## src/inc/ers_map.svh

```systemverilog
`ifndef ERS_MAP_SVH
`define ERS_MAP_SVH
// ============================================================
// Error codes, two's complement 16 bit
`define ERS_CODE_NONE     16'h0000
`define ERS_CODE_CMD      16'hFF9C
`define ERS_CODE_MISSING  16'hFF93
`define ERS_CODE_NUMERIC  16'hFF88
`define ERS_CODE_PROTECT  16'hFF35
`define ERS_CODE_CONFLICT 16'hFF23
`define ERS_CODE_RANGE    16'hFF22
`define ERS_CODE_TOOMUCH  16'hFF21
`define ERS_CODE_LISTLEN  16'hFF1E
`define ERS_CODE_HWERR    16'hFF10
`define ERS_CODE_HWMISS   16'hFF0F
`define ERS_CODE_VERR     16'hFED3
`define ERS_CODE_IERR     16'hFED2
`define ERS_CODE_MEMERR   16'hFEC9
`define ERS_CODE_OVERFLOW 16'hFEA2
`define ERS_CODE_QUERY    16'hFE70
`define ERS_CODE_UNTERM   16'hFE5C
// ============================================================
// Event status bit positions
`define ERS_BIT_QUERY     2
`define ERS_BIT_DEVICE    3
`define ERS_BIT_EXEC      4
`define ERS_BIT_CMD       5
// ============================================================
// Register offsets
`define ERS_REG_ESR       4'h0
`define ERS_REG_ERRQ      4'h1
`define ERS_REG_OPTIONS   4'h2
`define ERS_REG_OUTPUT    4'h3
`define ERS_REG_COUNT     4'h4
// ============================================================
// Option field positions and reset values
`define ERS_OPT_DC        0
`define ERS_OPT_LF        1
`define ERS_OPT_RO        2
`define ERS_OPT_RESET     3'h0
`define ERS_OPT_ALL       3'h7
`define ERS_OUT_RESET     3'b001
`define ERS_NEWLINE       8'h0A
`endif

```

## src/inc/ers_pkg.sv

```systemverilog
package ers_pkg;
    // Raised failure, one bit per cause
    typedef struct packed {
        logic notUnderstood;
        logic missingParam;
        logic notNumeric;
        logic protectedCmd;
        logic calNotEnabled;
        logic listDown;
        logic outOfRange;
        logic listFull;
        logic listLength;
        logic hwNoResponse;
        logic discoveryAccess;
        logic voltWindow;
        logic currWindow;
        logic memoryFail;
        logic bufferLost;
        logic unterminated;
    } ers_fault_t;

    // Output stage state
    typedef struct packed {
        logic outputOn;
        logic currentMode;
        logic setZero;
    } ers_out_t;

    typedef struct packed {
        logic clearActsAsReset;
        logic newlineOnEmptyRead;
        logic outputOnAfterReset;
    } ers_opts_t;

    typedef enum logic [1:0] {
        ERS_GRP_NONE     = 2'b00,
        ERS_GRP_STANDARD = 2'b01,
        ERS_GRP_LEGACY   = 2'b10
    } ers_grp_t;
endpackage : ers_pkg

```

## src/logic/ers_core.sv

```systemverilog
// The implementer's own choices: the plain strobed port and the placing of the registers.
`timescale 1ns/10ps
`include "ers_map.svh"
// How it works
// RL1: Unparsed command queues -100, sets bit 5
// RL2: Missing parameter queues -109, command error
// RL3: Non-numeric argument queues -120, command error
// RL4: Protected command locked queues -203, bit 4
// RL5: Calibration locked or list down: -221
// RL6: Out of range value queues -222
// RL7: List full drops entries, queues -223
// RL8: Dwell length mismatch queues -226
// RL9: Hardware silent queues -240, execution error
// RL10: Discovery access queues -241, no bits
// RL11: Window fault in modes 1-3: off, -301/-302
// RL12: Save, recall, store failure queues -311
// RL13: Full queue records -350, device error
// RL14: Output buffer overflow queues -400, bit 2
// RL15: Unread query response queues -420
// RL16: Status-only clear keeps output settings
// RL17: Reset-like clear resets output fully
// RL18: Empty read returns newline if enabled
// RL19: Option clear: reset leaves output off, zero
// RL20: Option set: reset turns output on
// RL21: Group setting sets all three options
// RL22: Factory init: newline on, others off
// RL23: Queue FIFO, keeps oldest, overflow last
// RL24: Error query pops oldest, else 0
// RL25: Settings query reports three option flags
module ers_core
    import ers_pkg::*;
#(
    parameter int QDEPTH = 16
) (
    input  wire logic        sys_clk,
    input  wire logic        sys_rst,
    input  wire ers_fault_t  fault,
    input  wire logic        protectedIsPassword,
    input  wire logic        passwordEnabled,
    input  wire logic [1:0]  errorCheckMode,
    input  wire logic        resetCmd,
    input  wire logic        deviceClear,
    input  wire logic        factoryDefaultInit,
    input  wire logic        optionSettingCommand,
    input  wire ers_grp_t    optionGroup,
    input  wire ers_opts_t   optionWrite,
    input  wire logic        outputOnCmd,
    input  wire logic        outputOffCmd,
    input  wire logic        bufferEmptyRead,
    input  wire logic [3:0]  addr,
    input  wire logic [15:0] wrData,
    input  wire logic        wrStrobe,
    input  wire logic        rdStrobe,
    output logic [15:0]      rdData,
    output logic             newlineValid,
    output logic [7:0]       newlineChar,
    output ers_out_t         outState,
    output logic [7:0]       eventStatus
);
    // ============================================================
    // Error classification, one code per cycle in priority order
    localparam int QW = $clog2(QDEPTH);
    logic [15:0] code;
    logic        codeValid;
    logic [7:0]  esrSet;
    logic        windowActive;
    logic        windowOff;
    assign windowActive = (errorCheckMode != 2'h0);
    assign windowOff    = windowActive && (fault.voltWindow || fault.currWindow); // [RL11]

    always_comb begin
        code      = `ERS_CODE_NONE;
        codeValid = 1'b1;
        esrSet    = 8'h00;
        if (fault.notUnderstood) begin
            code = `ERS_CODE_CMD; // [RL1]
            esrSet[`ERS_BIT_CMD] = 1'b1;
        end else if (fault.missingParam) begin
            code = `ERS_CODE_MISSING; // [RL2]
            esrSet[`ERS_BIT_CMD] = 1'b1;
        end else if (fault.notNumeric) begin
            code = `ERS_CODE_NUMERIC; // [RL3]
            esrSet[`ERS_BIT_CMD] = 1'b1;
        end else if (fault.protectedCmd && !passwordEnabled) begin
            code = `ERS_CODE_PROTECT; // [RL4]
            esrSet[`ERS_BIT_EXEC] = 1'b1;
        end else if (fault.calNotEnabled || fault.listDown) begin
            code = `ERS_CODE_CONFLICT; // [RL5]
            esrSet[`ERS_BIT_EXEC] = 1'b1;
        end else if (fault.outOfRange) begin
            code = `ERS_CODE_RANGE; // [RL6]
            esrSet[`ERS_BIT_EXEC] = 1'b1;
        end else if (fault.listFull) begin
            code = `ERS_CODE_TOOMUCH; // [RL7]
            esrSet[`ERS_BIT_EXEC] = 1'b1;
        end else if (fault.listLength) begin
            code = `ERS_CODE_LISTLEN; // [RL8]
            esrSet[`ERS_BIT_EXEC] = 1'b1;
        end else if (fault.hwNoResponse) begin
            code = `ERS_CODE_HWERR; // [RL9]
            esrSet[`ERS_BIT_EXEC] = 1'b1;
        end else if (fault.discoveryAccess) begin
            code = `ERS_CODE_HWMISS; // [RL10]
        end else if (windowActive && fault.voltWindow) begin
            code = `ERS_CODE_VERR; // [RL11]
            esrSet[`ERS_BIT_DEVICE] = 1'b1;
        end else if (windowActive && fault.currWindow) begin
            code = `ERS_CODE_IERR; // [RL11]
            esrSet[`ERS_BIT_DEVICE] = 1'b1;
        end else if (fault.memoryFail) begin
            code = `ERS_CODE_MEMERR; // [RL12]
            esrSet[`ERS_BIT_DEVICE] = 1'b1;
        end else if (fault.bufferLost) begin
            code = `ERS_CODE_QUERY; // [RL14]
            esrSet[`ERS_BIT_QUERY] = 1'b1;
        end else if (fault.unterminated) begin
            code = `ERS_CODE_UNTERM; // [RL15]
            esrSet[`ERS_BIT_QUERY] = 1'b1;
        end else begin
            codeValid = 1'b0;
        end
    end

    // ============================================================
    // Error queue; last slot is kept for the overflow marker
    logic [15:0] queue [QDEPTH];
    logic [QW-1:0] rdPtr;
    logic [QW-1:0] wrPtr;
    logic [QW:0]   count;
    logic          overflowed;
    logic          popReq;
    logic          pushReq;
    logic          pushOvf;
    logic [15:0]   pushCode;
    logic          clearStatus;
    logic [QW:0]   fillLevel;
    logic          ovfHeld;

    assign clearStatus = deviceClear;
    // A clear empties the queue first, so a code raised in the same cycle survives
    assign fillLevel = clearStatus ? '0 : count;
    assign ovfHeld   = overflowed && !clearStatus;
    assign popReq  = rdStrobe && (addr == `ERS_REG_ERRQ) && (fillLevel != '0);  // [RL24]
    // Room for a real code while one slot stays free for the marker
    assign pushReq = codeValid && !ovfHeld && (fillLevel < (QW+1)'(QDEPTH - 1)); // [RL23]
    assign pushOvf = codeValid && !ovfHeld && (fillLevel == (QW+1)'(QDEPTH - 1)); // [RL13]
    assign pushCode = pushOvf ? `ERS_CODE_OVERFLOW : code;

    // Storage write
    always_ff @(posedge sys_clk) begin
        if (pushReq || pushOvf) begin
            queue[wrPtr] <= pushCode; // [RL23]
        end
    end

    // Pointers and fill level; device clear empties the queue too
    always_ff @(posedge sys_clk) begin
        if (sys_rst) begin
            rdPtr      <= '0;
            wrPtr      <= '0;
            count      <= '0;
            overflowed <= 1'b0;
        end else if (clearStatus) begin
            // Old entries dropped; the fresh code, if any, becomes the head
            rdPtr      <= wrPtr;
            wrPtr      <= wrPtr + QW'(pushReq);
            count      <= (QW+1)'(pushReq);
            overflowed <= 1'b0;
        end else begin
            if (pushReq || pushOvf) begin
                wrPtr <= wrPtr + 1'b1;
            end
            if (popReq) begin
                rdPtr <= rdPtr + 1'b1; // [RL24]
            end
            count <= count + (QW+1)'(pushReq || pushOvf) - (QW+1)'(popReq);
            // Marker stays until software pops an entry and makes room again
            if (pushOvf) begin
                overflowed <= 1'b1; // [RL13]
            end else if (popReq) begin
                overflowed <= 1'b0;
            end
        end
    end

    // ============================================================
    // Standard event status: set wins over a read-clear
    logic esrRead;
    logic [7:0] overflowBit;
    assign esrRead = rdStrobe && (addr == `ERS_REG_ESR);
    always_comb begin
        overflowBit = 8'h00;
        overflowBit[`ERS_BIT_DEVICE] = pushOvf; // [RL13]
    end
    always_ff @(posedge sys_clk) begin
        if (sys_rst) begin
            eventStatus <= 8'h00;
        end else if (clearStatus || esrRead) begin
            eventStatus <= esrSet | overflowBit; // [RL16]
        end else begin
            eventStatus <= eventStatus | esrSet | overflowBit;
        end
    end

    // ============================================================
    // System options
    ers_opts_t opts;
    always_ff @(posedge sys_clk) begin
        if (sys_rst) begin
            opts <= `ERS_OPT_RESET;
        end else if (factoryDefaultInit) begin
            opts.newlineOnEmptyRead <= 1'b1; // [RL22]
            opts.clearActsAsReset   <= 1'b0;
            opts.outputOnAfterReset <= 1'b0;
        end else if (optionSettingCommand) begin
            case (optionGroup)
                ERS_GRP_STANDARD: opts <= '0; // [RL21]
                ERS_GRP_LEGACY:   opts <= `ERS_OPT_ALL; // [RL21]
                default:          opts <= optionWrite;
            endcase
        end else if (wrStrobe && (addr == `ERS_REG_OPTIONS)) begin
            opts.clearActsAsReset   <= wrData[`ERS_OPT_DC];
            opts.newlineOnEmptyRead <= wrData[`ERS_OPT_LF];
            opts.outputOnAfterReset <= wrData[`ERS_OPT_RO];
        end
    end

    // ============================================================
    // Output stage state; power-up always leaves the output off
    logic fullReset;
    assign fullReset = resetCmd || (deviceClear && opts.clearActsAsReset); // [RL17]
    always_ff @(posedge sys_clk) begin
        if (sys_rst) begin
            outState <= `ERS_OUT_RESET; // [RL19]
        end else if (fullReset) begin
            outState.setZero     <= 1'b1; // [RL19]
            outState.currentMode <= 1'b0;
            outState.outputOn    <= opts.outputOnAfterReset; // [RL20]
        end else if (windowOff || outputOffCmd) begin
            outState.outputOn <= 1'b0; // [RL11]
        end else if (outputOnCmd) begin
            outState.outputOn <= 1'b1; // [RL20]
            outState.setZero  <= 1'b0;
        end
    end

    // ============================================================
    // Newline on empty-buffer read
    always_ff @(posedge sys_clk) begin
        if (sys_rst) begin
            newlineValid <= 1'b0;
            newlineChar  <= 8'h00;
        end else begin
            newlineValid <= bufferEmptyRead && opts.newlineOnEmptyRead; // [RL18]
            newlineChar  <= (bufferEmptyRead && opts.newlineOnEmptyRead) ? `ERS_NEWLINE : 8'h00;
        end
    end

    // ============================================================
    // Read port, data one cycle after the strobe
    always_ff @(posedge sys_clk) begin
        if (sys_rst) begin
            rdData <= 16'h0000;
        end else if (rdStrobe) begin
            case (addr)
                `ERS_REG_ESR:     rdData <= {8'h00, eventStatus};
                `ERS_REG_ERRQ:    rdData <= (count != '0) ? queue[rdPtr] : `ERS_CODE_NONE; // [RL24]
                `ERS_REG_OPTIONS: rdData <= {13'h0000, opts.outputOnAfterReset,
                                             opts.newlineOnEmptyRead, opts.clearActsAsReset}; // [RL25]
                `ERS_REG_OUTPUT:  rdData <= {13'h0000, outState};
                `ERS_REG_COUNT:   rdData <= 16'(count);
                default:          rdData <= 16'h0000;
            endcase
        end else begin
            rdData <= 16'h0000;
        end
    end
endmodule : ers_core

```

## config.mk

```make
export PLATFORM = sky130hd
export DESIGN_NAME = ers_core
export DESIGN_NICKNAME = d
export VERILOG_FILES = /design/src/inc/ers_pkg.sv /design/src/logic/ers_core.sv
export VERILOG_INCLUDE_DIRS = /design/src /design/src/inc
export SDC_FILE = /design/constraint.sdc
export NUM_CORES = 1
export LEC_CHECK = 0
export BUFFER_PORTS_ARGS = -buffer_cell sky130_fd_sc_hd__buf_2
export CAP_MARGIN = 0
export CORE_MARGIN = 2
export CORE_UTILIZATION = 53
export DETAILED_ROUTE_END_ITERATION = 6
export MAX_ROUTING_LAYER = met4
export PLACE_DENSITY = 0.76
export REMOVE_ABC_BUFFERS = 1
export SLEW_MARGIN = 25
export SYNTH_ARGS = -nofsm -noshare
export SYNTH_HDL_FRONTEND = slang
export SYNTH_SLANG_ARGS = --single-unit
```

## constraint.sdc

```tcl
create_clock -name sys_clk -period 3.1 [get_ports sys_clk]
set_clock_uncertainty 0.15 [all_clocks]
set_input_delay 0.155 -clock sys_clk [delete_from_list [all_inputs] [get_ports sys_clk]]
set_output_delay 0.155 -clock sys_clk [all_outputs]
set_load 0.01 [all_outputs]
```

# Word level (Yosys, flattened, before mapping)
# Memories as Yosys holds them, arrays and structs flattened. A register that Yosys moved wholly into a read port is not among the register bits.
# Index checks and enable logic that the tools add are counted.
totals:
  regBits: 52
  ram_bits: 256
  input_bits: 56
  output_inout_bits: 36
  wordCells: 150
  n_memories: 1
classes:
  addsub: 5
  order_cmp: 1
  n_eq_ne: 7
  n_mux: 79
  bitwise_logic: 5
  n_reduce_logical: 38
memory_table:
  columns: ["memory", "words", "width", "rd", "rd_ports_with_merged_regs", "wr", "line_no", "rtl"]
  rows:
  - ["queue", 16, 16, 1, 1, 1, "ers_core.sv:126", "logic [15:0] queue [QDEPTH];"]
op_table:
  columns: ["operator", "n"]
  rows:
  - ["$mux 16", 17]
  - ["$pmux 16 s5", 1]
  - ["$mux 1", 38]
  - ["$mux 4", 7]
  - ["$mux 2", 8]
  - ["$mux 3", 5]
  - ["$logic_and 1x1->1", 14]
  - ["$reduce_bool 2->1", 5]
  - ["$reduce_bool 5->1", 2]
  - ["$add 4x1->4 const B", 2]
  - ["$eq 4x2->1 const B", 2]
  - ["$mux 8", 1]
  - ["$or 8x4->8", 1]
  - ["$or 8x6->8", 1]
  - ["$reduce_or 2->1", 4]
  - ["$logic_or 1x1->1", 6]
  - ["$or 6x4->6", 1]
  - ["$pmux 3 s2", 1]
  - ["$reduce_bool 3->1", 2]
  - ["$add 5x1->5", 1]
  - ["$eq 5x4->1 const B", 1]
  - ["$lt 5x4->1 const B", 1]
  - ["$mux 5", 1]
  - ["$sub 5x1->5", 1]
  - ["other kinds (9)", 12]

# Depth between registers and ports, before layout
logic_depth:
  depth_word: 21
  depth_mapped: 15
  mapped_depth_nobuf: 13

# Worst setup path after synthesis
# No wires, ideal clock.
synth_timing:
  kind: "flip-flop to flip-flop"
  from: "reg count[0]"
  to: "reg count[4]"
  setup_time_ps: 132
  t_arrival_ps: 2637
  required_time_ps: 2818
  setup_slack_ps: 181
  stages_incl_launch_ff: 13
  path_buffers: 0
  synth_period_minus_slack_ps: 2919
  cell_sequence: "dfxtp_1 -> or3_1 -> o311ai_1 -> inv_1 -> ha_1 -> inv_1 -> ha_1 -> fa_1 -> a21oi_1 -> nor2_1 -> nor2_1 -> xnor2_1 -> nor3_1"
synth_between:
  elab_chain_cells: 6
  elab_cells_between_ends: 10
  classes_between: "add/sub: 2; order compare: 1; eq/ne: 1; mux: 1; reduce/logical: 5"
synth_lines:
  columns: ["item", "line_no", "rtl"]
  rows:
  - ["start, declared", "ers_core.sv:129", "logic [QW:0] count;"]
  - ["start signal, assigned", "ers_core.sv:167", "count <= (QW+1)'(pushReq);"]
  - ["start signal, assigned", "ers_core.sv:176", "count <= count + (QW+1)'(pushReq || pushOvf) - (QW+1)'(popReq);"]
  - ["$mux 5", "ers_core.sv:141", "assign fillLevel = clearStatus ? '0 : count;"]
  - ["$lt 5x4->1 / $eq 5x4->1 (equally long branches)", "ers_core.sv:145, ers_core.sv:146", null]
  - ["$logic_and 1x1->1 (on tied branches)", "ers_core.sv:145, ers_core.sv:146", null]
  - ["$logic_or 1x1->1", "ers_core.sv:176", null]
  - ["$add 5x1->5", "ers_core.sv:176", null]
  - ["$sub 5x1->5 (*)", "ers_core.sv:176", null]
# Every way passes the cells marked *; elsewhere a longest branch is shown, timed or not.
# A chain may end at the register's enable or synchronous reset.

# Worst setup path after layout
layout_timing:
  from: "reg count[1]"
  to: "reg count[4]"
# The elaborated chain is that of the path after synthesis.

==> metrics.txt <==
reg2reg end count[4]; fin util 0.6236; hpwl dp 12090 µm; Leak 3.435 nW; CP max-delay cell fa_1; WP buf/inv 2; final critical-path share of the clock period 0.9271; DP Cell Count 836; PortBufs 66; clock slew seen by the registers of the worst setup and hold paths 0.07 ns; r2r startpoint count[1]; worst setup path end count[4]; final WL 18010 µm; status finished, final reports clean; DRC violations left 0; CTS buffer count 17; Max FO, Critical Path 6; Post-synth EDFFs 160; PwrDens 585.3 mW/mm²; post-route antenna net violation count 0; Syn-to-layout area delta 16.10%; Setup CP Type reg2reg; Final setup viols 0; H-tree lvl count 4; FF-to-FF path depth 12; TNS Setup 0 ns; Sinks on Clock Net 198; Post-synth top flop edfxtp_1; CTS tree yes; CP Data Required Time 3.26 ns; Min-Delay Path Class in2reg; crit path cell chain or3_1, o311ai_2, inv_1, ha_1, inv_1, ha_1, fa_1, a21oi_1, nor2_1, nor2_1, xnor2_1, nor3_1; mapped cell area 0.008439 mm²; Fillers 1118; vias in the first global route 5131; Critical Path Source count[1]; Layout Nets 718; largest net degree at the start of global routing 26; maximum clock frequency 347.9 MHz; first-pass GRT wire length 27940 µm; CP delay by family, top adder cells; vias per cell 5.936; element type at the critical path end flip-flop; critical path's largest stage delay 0.44 ns; GRT Util Overall 0.2347; Clock Latency Late Sink 0.44 ns; number of synthesis warnings 0; share of layout cells above drive strength 1 0.2877; peak supply drop 0.4035 mV; critical path startpoint category flip-flop; Hold Fails Final Rpt 0; slew margin rel. 0.2746; RSZ-0062 raised after global routing no; drt first-iter violations 438; Seq cells post-synth 198; initial core utilization 0.5371; cell count after synthesis 558; asr flop ratio synth 0; antenna violations before repair 0; CTS max path bufs 2; DR pass1 iterations 5; min Tclk post-route 2.874 ns; Rows 46; Die W 130.2 µm; Seq/Total Area, Yosys 0.6595; Slew Viols, Final 0; syn avg cell area 15.12 µm²; CTS root buffer clkbuf_16; Die Span Y 130.2 µm; GRT Residual Overflow 0; ANT cells 0; Distinct cells, synth 51; GP Congestion 0.9459; Die ar. 0.01695 mm²; Routed WL per cell 20.47 µm; number of max-cap violations 0; setup bufs post-CTS 0; I/O pins 92; CP arrival 3.03 ns; routed via count 5224; critical path depth 12; Tightest Pin Transition 1.080 ns; core area 0.01571 mm²; setup slack, reg-to-reg 0.23 ns; count of non-filler cells in the finished layout 880
[power breakdown]
part           switching [mW]  total, mW  internal (mW)
registers              0.0693       3.03           2.96
clock network           0.936       2.17           1.23
logic                   0.292      0.532          0.240
total                    1.30       5.74           4.44
[synth_stat cells, types with 2 or more instances]
library cell	n	area, µm²
buf_4	20	150.1
mux2i_1	16	160.2
o22ai_1	4	25.02
nor4_1	4	25.02
o211ai_1	2	15.01
nor2b_1	11	68.82
nor3_1	14	70.07
inv_1	17	63.81
or3_1	2	12.51
a311oi_1	3	26.28
o21ai_0	15	75.07
ha_1	10	125.1
buf_2	8	40.04
xor2_1	3	26.28
and3_1	3	18.77
xnor2_1	6	52.55
mux4_2	39	878.3
nand4_1	2	12.51
edfxtp_1	160	4805
nand2_1	24	90.09
mux2_2	6	67.56
nor2_1	43	161.4
a211oi_1	17	127.6
a31oi_1	5	31.28
nand3b_1	3	22.52
dfxtp_1	38	760.7
nor3b_1	4	30.03
o32ai_1	2	17.52
nor4b_1	2	17.52
a22oi_1	4	30.03
nand2b_1	4	25.02
a21o_1	2	15.01
o21a_1	4	30.03
nand3_1	3	15.01
a21oi_1	27	135.1
clkbuf_1	16	60.06
[routing by layer]
metal,vias to the layer above,part of all wire,GRT usage
met5,-,0,-
met4,0,0.020,0.07843
met3,33,0.069,0.05002
met2,232,0.51,0.3881
li1,2328,-,-
met1,2631,0.40,0.2910
[flip-flops by register name, summed over array words and instances, names as in the netlist, 2 cells and up, named ones only]
signal / count
count: 5
eventStatus: 4
opts: 3
outState: 2
queue: 160
rdData: 10
rdPtr: 4
wrPtr: 4
[worst register-to-register path: cells and delay by family, from the launching register on]
family | cells | cell delay, ns
AND/OR/NAND/NOR | 4 | 0.59
buffers and inverters | 2 | 0.17
XOR/XNOR | 1 | 0.12
AO/OA/AOI/OAI | 2 | 0.40
adder cells (fa/ha/maj) | 3 | 0.93
flip-flops | 1 | 0.37
[per-stage QoR]
stage	power, mW	area (µm²)	setup WS (ns)	hold slack [ns]
after floorplan	3.395	8227	0.1964	0.07407
after global placement	3.580	9055	0.1479	0.2074
after detailed placement	3.611	9077	0.1423	0.2117
after CTS	5.750	9783	0.1676	0.000003053
after global routing	5.913	9798	0.03185	0.02078
final	5.735	9798	0.2260	0.008376
[layout by cell type, fill, tap and decap left out, types with 12 or more instances in the layout]
cell type,Yosys,layout
buf_2,8,66
mux4_2,39,39
inv_1,17,17
a21oi_1,27,27
nand2_1,24,24
dlygate4sd3_1,0,12
clkbuf_16,0,17
mux2i_1,16,16
buf_4,20,30
nor3_1,14,13
nor2_1,43,33
o21ai_0,15,15
dfxtp_1,38,36
a211oi_1,17,17
edfxtp_1,160,160
[final cells by class]
| class | count | area [µm²] | share of cell area |
|---|---|---|---|
| Multi-Input combinational cell | 309 | 2635 | 0.2689 |
| Inverter | 17 | 63.81 | 0.006513 |
| Sequential cell | 198 | 5568 | 0.5683 |
| Tap cell | 216 | 270.3 | 0.02758 |
| Clock inverter | 11 | 125.1 | 0.01277 |
| Timing Repair Buffer | 108 | 675.6 | 0.06896 |
| Clock buffer | 21 | 460.4 | 0.04699 |
[timing repair]
action | CTS | global route
hold buffers | 12 | 0
setup endpoints to repair | 0 | 1
gates resized for setup | 0 | 1
endpoints found under the hold margin | 11 | 0
[cells by family (layout without fill, tap and decap cells)]
| group | Yosys count | after routing | synth area share |
|---|---|---|---|
| flops | 198 | 198 | 0.6595 |
| simple gates | 126 | 126 | 0.07665 |
| compound gates | 91 | 91 | 0.06864 |
| mux | 61 | 61 | 0.1311 |
| buf+inv | 61 | 157 | 0.03721 |
| fa+ha+maj | 11 | 11 | 0.01720 |
| xor+xnor | 9 | 9 | 0.009341 |
| other cells | 1 | 11 | 0.0004443 |
[how the worst min path moves through the flow]
stage          cells past startpoint          startpoint  slack, ns              to
2_1_floorplan                      1             sys_rst       0.07  eventStatus[2]
3_3_place_gp                       2  factoryDefaultInit       0.21         opts[2]
3_5_place_dp                       2  factoryDefaultInit       0.21         opts[0]
4_1_cts                            2             sys_rst   0.000003        wrPtr[0]
5_1_grt                            5           wrData[0]       0.02         opts[2]
6_report                           2             sys_rst      0.008        wrPtr[2]
Note: power is estimated with default switching activity, not from simulation.
